**src/rtl/power_rail_control_regs.svh**
```systemverilog
// Purpose: offsets, field positions, reset values of the power rail control bank
// Assumes: 32-bit word-aligned Avalon-MM register window
// Notes:   included by its bare name
`ifndef POWER_RAIL_CONTROL_REGS_SVH
`define POWER_RAIL_CONTROL_REGS_SVH

// ----------------------------------------------------------------
// register offsets (byte addresses)
// ----------------------------------------------------------------
`define RAIL_DISCHARGE_CONTROL_OFS 32'h500000D4
`define ANALOG_READY_STATUS_OFS 32'h500000DC
`define REGULATOR_ENABLE_CONTROL_OFS 32'h500000E0
`define BUCK_CONVERTER_CONTROL_OFS 32'h500000E8

// ----------------------------------------------------------------
// rail_discharge_control fields
// ----------------------------------------------------------------
`define DIS_IO_BIT 0
`define DIS_BUCK_BIT 1
`define DIS_CORE_BIT 2
`define DIS_RESET 3'h0

// ----------------------------------------------------------------
// analog_ready_status fields
// ----------------------------------------------------------------
`define STS_BANDGAP_BIT 0
`define STS_CORE_REG_BIT 1
`define STS_LOW_REG_BIT 2
`define STS_IO_REG_BIT 3
`define STS_CORE_SUP_BIT 4
`define STS_IO_SUP_BIT 5
`define STS_BUCK_SUP_BIT 6
`define STS_FLASH_SUP_BIT 7
`define STS_ADC_REG_BIT 8
`define STS_WIDTH 9

// ----------------------------------------------------------------
// regulator_enable_control fields
// ----------------------------------------------------------------
`define PC_IO_REG_EN 0
`define PC_LOW_ACT_EN 1
`define PC_CORE_REG_EN 2
`define PC_IO_RET_ACT 3
`define PC_IO_RET_SLP 4
`define PC_IO_BYP_ACT 5
`define PC_IO_BYP_SLP 6
`define PC_LOW_HIGH 7
`define PC_LOW_SLP_EN 8
`define PC_CORE_RET_ACT 9
`define PC_CORE_RET_SLP 10
`define PC_BUCK_SLEEP 11
`define PC_HOLD_FORCE 12
`define PC_IO_REFBUF 13
`define PC_CORE_REFBUF 14
`define PC_WIDTH 15
`define PC_RESET 15'h6517

// ----------------------------------------------------------------
// buck_converter_control fields
// ----------------------------------------------------------------
`define BUCK_MAIN_EN_BIT 0
`define BUCK_RESET 1'h0

`endif

```
**src/rtl/power_rail_control_pkg.sv**
```systemverilog
// Purpose: types shared by the power rail control bank
// Assumes: nothing
// Notes:   constants live in the _regs header
package power_rail_control_pkg;
  typedef enum logic [1:0] {
    BUS_IDLE,
    BUS_ANSWER
  } bus_state_t;
endpackage

```
**src/rtl/power_rail_control_regs.sv**
```systemverilog
// Purpose: register bank driving regulator, reference and discharge controls
// Assumes: 50 MHz core_clk, Avalon-MM slave with waitrequest, analog flags asynchronous
// Notes:   every analog control output is a flip-flop; status is synchronised first
//
// Implementation choice: register access over Avalon-MM.
`timescale 1ns/10ps
`include "power_rail_control_regs.svh"

module power_rail_control_regs
  import power_rail_control_pkg::*;
(
  // clock and reset
  input wire logic core_clk,
  input wire logic reset_n,
  // avalon-mm slave
  input wire logic [31:0] avs_address,
  input wire logic avs_read,
  input wire logic avs_write,
  input wire logic [3:0] avs_byteenable,
  input wire logic [31:0] avs_writedata,
  output logic [31:0] avs_readdata,
  output logic avs_waitrequest,
  output logic [1:0] avs_response,
  // power state from the sequencer
  input wire logic pmu_in_sleep,
  // analog flags, asynchronous
  input wire logic adc_regulator_ready,
  input wire logic flash_supply_above_threshold,
  input wire logic buck_supply_above_threshold,
  input wire logic io_supply_above_threshold,
  input wire logic core_supply_above_threshold,
  input wire logic io_regulator_ready,
  input wire logic low_regulator_ready,
  input wire logic core_regulator_ready,
  input wire logic bandgap_ready,
  // analog controls
  output logic core_rail_discharge,
  output logic buck_rail_discharge,
  output logic io_rail_discharge,
  output logic core_retention_refbuf_en,
  output logic io_retention_refbuf_en,
  output logic reference_hold_force,
  output logic buck_on_in_sleep,
  output logic core_retention_reg_en,
  output logic low_reg_en,
  output logic low_reg_high_drive,
  output logic io_reg_bypass,
  output logic io_retention_reg_en,
  output logic core_reg_en,
  output logic io_reg_en
);

  // ----------------------------------------------------------------
  // address decode
  // ----------------------------------------------------------------
  // returns 0 dis, 1 status, 2 power control, 3 buck control, 4 unmapped
  function automatic logic [2:0] decode(input logic [31:0] addr);
    if (addr == `RAIL_DISCHARGE_CONTROL_OFS) begin
      decode = 3'h0;
    end else if (addr == `ANALOG_READY_STATUS_OFS) begin
      decode = 3'h1;
    end else if (addr == `REGULATOR_ENABLE_CONTROL_OFS) begin
      decode = 3'h2;
    end else if (addr == `BUCK_CONVERTER_CONTROL_OFS) begin
      decode = 3'h3;
    end else begin
      decode = 3'h4;
    end
  endfunction

  // ----------------------------------------------------------------
  // status synchronisers
  // ----------------------------------------------------------------
  logic [`STS_WIDTH-1:0] sts_raw;
  logic [`STS_WIDTH-1:0] sts_meta_ff;
  logic [`STS_WIDTH-1:0] sts_ff;
  logic sleep_meta_ff;
  logic sleep_ff;

  assign sts_raw = {adc_regulator_ready, flash_supply_above_threshold,
                    buck_supply_above_threshold, io_supply_above_threshold,
                    core_supply_above_threshold, io_regulator_ready,
                    low_regulator_ready, core_regulator_ready, bandgap_ready};

  // flash comparator passes unfiltered; glitches are left to software
  always_ff @(posedge core_clk or negedge reset_n) begin
    if (!reset_n) begin
      sts_meta_ff <= 9'h000;
      sts_ff <= 9'h000;
      sleep_meta_ff <= 1'b0;
      sleep_ff <= 1'b0;
    end else begin
      sts_meta_ff <= sts_raw;
      sts_ff <= sts_meta_ff;
      sleep_meta_ff <= pmu_in_sleep;
      sleep_ff <= sleep_meta_ff;
    end
  end

  // ----------------------------------------------------------------
  // bus slave and registers
  // ----------------------------------------------------------------
  bus_state_t state_ff, nxt_state;
  logic [2:0] dis_ff, nxt_dis;
  logic [`PC_WIDTH-1:0] pc_ff, nxt_pc;
  logic buck_main_enable_ff, nxt_buck_main_enable;
  logic [31:0] rdata_ff, nxt_rdata;
  logic [1:0] resp_ff, nxt_resp;
  logic [2:0] sel;
  logic [31:0] wmask;

  assign sel = decode(avs_address);

  genvar gi;
  generate
    for (gi = 0; gi < 4; gi++) begin : g_lane
      assign wmask[gi*8 +: 8] = {8{avs_byteenable[gi]}};
    end
  endgenerate

  // one wait cycle: request taken in idle, answered the next cycle
  always_comb begin
    nxt_state = state_ff;
    nxt_dis = dis_ff;
    nxt_pc = pc_ff;
    nxt_buck_main_enable = buck_main_enable_ff;
    nxt_rdata = rdata_ff;
    nxt_resp = resp_ff;
    case (state_ff)
      BUS_IDLE: begin
        if (avs_read || avs_write) begin
          nxt_state = BUS_ANSWER;
          nxt_resp = (sel == 3'h4) ? 2'h2 : 2'h0;
          nxt_rdata = 32'h00000000;
          if (avs_write) begin
            if (sel == 3'h0) begin
              nxt_dis = (dis_ff & ~wmask[2:0]) | (avs_writedata[2:0] & wmask[2:0]);
            end else if (sel == 3'h2) begin
              // bit 15 is never stored, so it can drive nothing
              nxt_pc = (pc_ff & ~wmask[14:0]) | (avs_writedata[14:0] & wmask[14:0]);
            end else if (sel == 3'h3) begin
              if (avs_byteenable[0]) begin
                nxt_buck_main_enable = avs_writedata[`BUCK_MAIN_EN_BIT];
              end
            end
            // status register writes fall through untouched
          end else begin
            if (sel == 3'h0) begin
              nxt_rdata = {29'h0, dis_ff};
            end else if (sel == 3'h1) begin
              nxt_rdata = {23'h0, sts_ff};
            end else if (sel == 3'h2) begin
              nxt_rdata = {17'h0, pc_ff};
            end else if (sel == 3'h3) begin
              nxt_rdata = {31'h0, buck_main_enable_ff};
            end
          end
        end
      end
      BUS_ANSWER: begin
        nxt_state = BUS_IDLE;
      end
      default: begin
        nxt_state = BUS_IDLE;
      end
    endcase
  end

  always_ff @(posedge core_clk or negedge reset_n) begin
    if (!reset_n) begin
      state_ff <= BUS_IDLE;
      dis_ff <= `DIS_RESET;
      pc_ff <= `PC_RESET;
      buck_main_enable_ff <= `BUCK_RESET;
      rdata_ff <= 32'h00000000;
      resp_ff <= 2'h0;
    end else begin
      state_ff <= nxt_state;
      dis_ff <= nxt_dis;
      pc_ff <= nxt_pc;
      buck_main_enable_ff <= nxt_buck_main_enable;
      rdata_ff <= nxt_rdata;
      resp_ff <= nxt_resp;
    end
  end

  // waitrequest is low only in the answer cycle
  logic wait_ff;
  always_ff @(posedge core_clk or negedge reset_n) begin
    if (!reset_n) begin
      wait_ff <= 1'b1;
    end else begin
      wait_ff <= !(state_ff == BUS_IDLE && (avs_read || avs_write));
    end
  end
  assign avs_waitrequest = wait_ff;
  assign avs_readdata = rdata_ff;
  assign avs_response = resp_ff;

  // ----------------------------------------------------------------
  // analog control outputs
  // ----------------------------------------------------------------
  logic [13:0] ctl_ff, nxt_ctl;

  always_comb begin
    nxt_ctl[0] = dis_ff[`DIS_CORE_BIT];
    nxt_ctl[1] = dis_ff[`DIS_BUCK_BIT];
    nxt_ctl[2] = dis_ff[`DIS_IO_BIT];
    nxt_ctl[3] = pc_ff[`PC_CORE_REFBUF];
    nxt_ctl[4] = pc_ff[`PC_IO_REFBUF];
    nxt_ctl[5] = pc_ff[`PC_HOLD_FORCE];
    nxt_ctl[6] = sleep_ff & pc_ff[`PC_BUCK_SLEEP] & buck_main_enable_ff;
    nxt_ctl[7] = sleep_ff ? pc_ff[`PC_CORE_RET_SLP] : pc_ff[`PC_CORE_RET_ACT];
    nxt_ctl[8] = sleep_ff ? pc_ff[`PC_LOW_SLP_EN] : pc_ff[`PC_LOW_ACT_EN];
    nxt_ctl[9] = pc_ff[`PC_LOW_HIGH];
    nxt_ctl[10] = sleep_ff ? pc_ff[`PC_IO_BYP_SLP] : pc_ff[`PC_IO_BYP_ACT];
    nxt_ctl[11] = sleep_ff ? pc_ff[`PC_IO_RET_SLP] : pc_ff[`PC_IO_RET_ACT];
    nxt_ctl[12] = pc_ff[`PC_CORE_REG_EN];
    nxt_ctl[13] = pc_ff[`PC_IO_REG_EN];
  end

  // reset value matches the active-state decode of the register resets
  always_ff @(posedge core_clk or negedge reset_n) begin
    if (!reset_n) begin
      ctl_ff <= 14'h3118;
    end else begin
      ctl_ff <= nxt_ctl;
    end
  end

  assign {io_reg_en, core_reg_en, io_retention_reg_en, io_reg_bypass, low_reg_high_drive,
          low_reg_en, core_retention_reg_en, buck_on_in_sleep, reference_hold_force,
          io_retention_refbuf_en, core_retention_refbuf_en, io_rail_discharge,
          buck_rail_discharge, core_rail_discharge} = ctl_ff;
endmodule // power_rail_control_regs

```
**config.mk**
```make
export PLATFORM = sky130hd
export DESIGN_NAME = power_rail_control_regs
export DESIGN_NICKNAME = d
export VERILOG_FILES = /design/src/rtl/power_rail_control_pkg.sv /design/src/rtl/power_rail_control_regs.sv
export VERILOG_INCLUDE_DIRS = /design/src /design/src/rtl
export SDC_FILE = /design/constraint.sdc
export NUM_CORES = 1
export LEC_CHECK = 0
export BUFFER_PORTS_ARGS = -buffer_cell sky130_fd_sc_hd__buf_2
export CORE_MARGIN = 8
export CORE_UTILIZATION = 40
export DETAILED_ROUTE_END_ITERATION = 12
export PLACE_DENSITY_LB_ADDON = 0.1
export SLEW_MARGIN = 20
export SYNTH_ARGS = -nofsm -noshare
export SYNTH_HDL_FRONTEND = slang
export SYNTH_SLANG_ARGS = --single-unit
export TNS_END_PERCENT = 10
```
**constraint.sdc**
```tcl
create_clock -name core_clk -period 1.6 [get_ports core_clk]
set_input_delay 0.16 -clock core_clk [delete_from_list [all_inputs] [get_ports core_clk]]
set_output_delay 0.16 -clock core_clk [all_outputs]
set_load 0.005 [all_outputs]
```
# Yosys cells after proc, flatten, opt, wreduce, memory -nomap -nowiden
# Index checks and enable logic that the tools add are counted.
# Widths: inputs -> output; s select.
# totals
regBits	90
in_bits	82
output_inout_bits	49
wordCells	58
# op_classes
eq_ne	9
n_mux	16
bitwise	12
reduce_logical	9
# ops
op	count
$eq 32x31->1 const B	4
$mux 15	4
$and 15x15->15	2
$not 15->15	1
$or 15x15->15	1
$mux 3	4
$reduce_and 7->1	1
$and 3x3->3	2
$eq 3x2->1 const B	2
$mux 2	3
$mux 1	5
$reduce_and 5->1	1
$reduce_and 4->1	1
$eq 3x1->1 const B	1
$eq 3x3->1 const B	1
$logic_not 3->1	1
$not 3->3	1
$or 3x3->3	1
$and 1x1->1	2
$logic_not 2->1	1
$ne 2x2->1 const B	1
$not 1->1	2
$reduce_and 2->1	1
$logic_and 1x1->1	1
2 further kinds	2

# Logic depth before layout (Yosys ltp)
# logic_depth
word_depth	11
depth_mapped	6
ltp_nobuf	5

# Least setup slack after synthesis
# No wires, ideal clock.
# synth_path
path_kind	input -> register
start	input avs_address[12]
end	register (tool-made name)
setup_ns	0.125
arrival_time_ns	1.672
required_time_ns	1.475
setup_slack_ns	-0.197
stages	4
path_buffers	0
path_cell_list	nor4_1 -> nand4_2 -> nor4_4 -> mux2_2
# synth_rtl
item	line	rtl
start, declared	power_rail_control_regs.sv:16	input wire logic [31:0] avs_address,

==> metrics <==
status complete, no violations; Clock Sinks between 70 and 80; total CTS buffers 9; Post-synth EDFFs 0; Netlist Area Pre-Place ~0.0027 mm²; total power after layout about 3.6 mW; final setup violation count 0; Required @ worst endpoint roughly 1800 ps; GRT Util Overall a little over an eighth; dominant cell type by area after synthesis dfrtp_1; clock buffer depth 2; #FFs+latches synth between 70 and 80; Power Internal approximately 2.8 mW; antenna cells 0; Clock transition at path regs roughly 80 ps; Port Buf Inserts 93; Fmax 0.660 GHz; Pwr per Cell Area between 900 and 1000 mW/mm²; distinct cell type count after synthesis 33; CP Class reg -> reg; R2R Setup Slk approximately 86 ps; wire length per cell between 15 and 20 µm; R2R Path Start state_ff[0]$_DFFE_PN0P_; number of vias per cell 4.86; Syn. warnings 0; clock skew between 9 and 10 ps; vias in the first global route a little over 2,000; combinational fraction of design power between 6 and 7%; Initial Utilization around 41%; via count 1,895; Sw Ratio a little under a quarter; Die ar. between 0.009 and 0.01 mm²; period utilization between 90 and 100%; Routed Antenna Nets 0; Placement Rows 30; GP Congestion approximately 0.77; GR Layer Usage met3 under 10%; DP HPWL roughly 4800 µm; filler instances 582; nets 387; met1 Use GR ~15%; largest net degree at the start of global routing 48; RSZ-0062 raised after global routing no; WP data arrival 1740 ps; drt pass-1 iters 4; total leakage power ~1.9 nW; drt total wl roughly 6500 µm; CP Max Fanout 3; boundary pin count between 100 and 150; Yosys top cell area share a little over half; Setup TNS Final 0 ps; Worst Hold Class in -> reg; hold wc startpoint avs_writedata[14]; hold path depth 2; initial antenna violation count 0; Residual DRC 0; Finished Layout Cells 390; CP endpoint kind flip-flop; Psw 804 µW; area grow syn2layout 36.5%; GR Overflow Total 0; Startpoint Class flip-flop; cell total after placement 362; sequential fraction of design power around half; Final Max Tran Viols 0; Max VDD drop between 800 and 900 µV; share of layout cells above drive strength 1 about 56%; final hold vios 0; R2R cell count 6; worst-skew pair later-pin latency approximately 330 ps; DRT iter0 DRCs between 60 and 70; busiest grt layer met2; die height slightly below 100 µm; max_cap viols 0; Avg Inst Size Synth between 15 and 20 µm²; H-tree depth 3; CTS tree yes; Synth area leaders dfrtp_1 52%, dfstp_2 13%, mux2_2 9.5%; Mapped Cells between 150 and 200; Top FF cell, synth dfrtp_1; global-route wire length before repair ~10,000 µm; Seq/Total Area, Yosys approximately two thirds; CTS Root Buffer Type clkbuf_8; CORE AREA 0.00668 mm²; met2 usage around 23%; asr flop ratio synth 100%; Die X 98.6 µm; crit path time final between 1500 and 2000 ps; clock power share just over 40%
## layer usage
layer | vias up | wire [µm] | share of wire, %
met3 | 8 | 638 | 9.8
met5 | - | 0 | 0
met2 | 84 | 3110 | 48
met1 | 933 | 2640 | 41
met4 | 0 | 89 | 1.4
li1 | 870 | - | -
## cells in the mapped netlist (all sizes together) (2+ instances only)
cell type	count
a32o	6
buf	19
a22o	15
nor2	3
nor4	9
nand3	3
clkbuf	5
a22oi	3
o21ai	3
dfrtp	57
nor2b	2
nand2	4
dfstp	14
mux2	23
nor4b	2
## logic make-up after synthesis
| kind of cell | Yosys count | synth area share [%] |
|---|---|---|
| flip-flops | 71 | 65.7 |
| AND/OR/NAND/NOR | 32 | 9.81 |
| AO/OA/AOI/OAI | 29 | 8.89 |
| buffers and inverters | 25 | 5.96 |
| multiplexers | 23 | 9.49 |
| other | 1 | 0.137 |
## cell usage in the layout (no fill, tap or decap), types with 3 or more instances in the layout
cell,instances
buf_2,92
dfrtp_1,57
mux2_2,23
conb_1,18
a22o_1,15
dfstp_2,14
buf_4,12
clkbuf_8,11
dlygate4sd3_1,11
a32o_1,6
nor4_4,4
nor2_1,3
nor4_1,3
a22oi_1,3
o21ai_0,3
nand2_1,3
buf_12,3
## worst max path at each step
| stage | from | to | slack (ps) | cells past startpoint |
|---|---|---|---|---|
| after floorplan | avs_address[12] | flip-flop | -80 | 4 |
| after global placement | avs_address[12] | flip-flop | -210 | 6 |
| after detailed placement | avs_address[12] | flip-flop | -220 | 6 |
| after CTS | state_ff[0]$_DFFE_PN0P_ | flip-flop | 7 | 5 |
| after global routing | state_ff[0]$_DFFE_PN0P_ | flip-flop | 10 | 6 |
| final | state_ff[0]$_DFFE_PN0P_ | flip-flop | 90 | 6 |
## worst max-delay path: stages (launching register included)
cell	delay, ps
dfrtp_1	390
nor2b_2	140
nand2_2	90
buf_6	130
nor4_4	190
buf_4	160
mux2_2	320
## final cells by class
type                    count  area, µm²  area share, %
inverters                   1       3.75          0.101
well taps                  80        100           2.69
multi-input cells         102        876           23.5
flip-flops and latches     71       1790           48.2
clock buffers              12        155           4.16
clock inverters             4       53.8           1.44
repair buffers            120        743           19.9
## power groups by stage
| stage | logic [mW] | clock network, mW | registers, mW |
|---|---|---|---|
| after global routing | 0.275 | 1.58 | 1.85 |
| after CTS | 0.249 | 1.50 | 1.85 |
| after detailed placement | 0.228 | 0 | 1.88 |
| after floorplan | 0.0963 | 0 | 1.88 |
| after global placement | 0.226 | 0 | 1.88 |
| final | 0.247 | 1.47 | 1.85 |
## repair_timing
action | in CTS | in global routing
resized for setup | 0 | 5
setup buffers | 0 | 1
pin swaps | 1 | 3
endpoints found under the hold margin | 26 | 0
setup endpoints to repair | 3 | 10
hold buffers | 11 | 0
## stage by stage
stage	instance area [µm²]	util [%]	setup slack (ps)	hold slack, ps
floorplan	2820	-	-83.5	-136
global placement	3380	50.6	-212	83.6
detailed placement	3380	50.6	-221	87.7
CTS	3700	55.3	7.09	42.8
global route	3730	55.8	12.5	35.7
finish	3730	55.8	86.0	54.6
(Power assumes the default switching activity.)
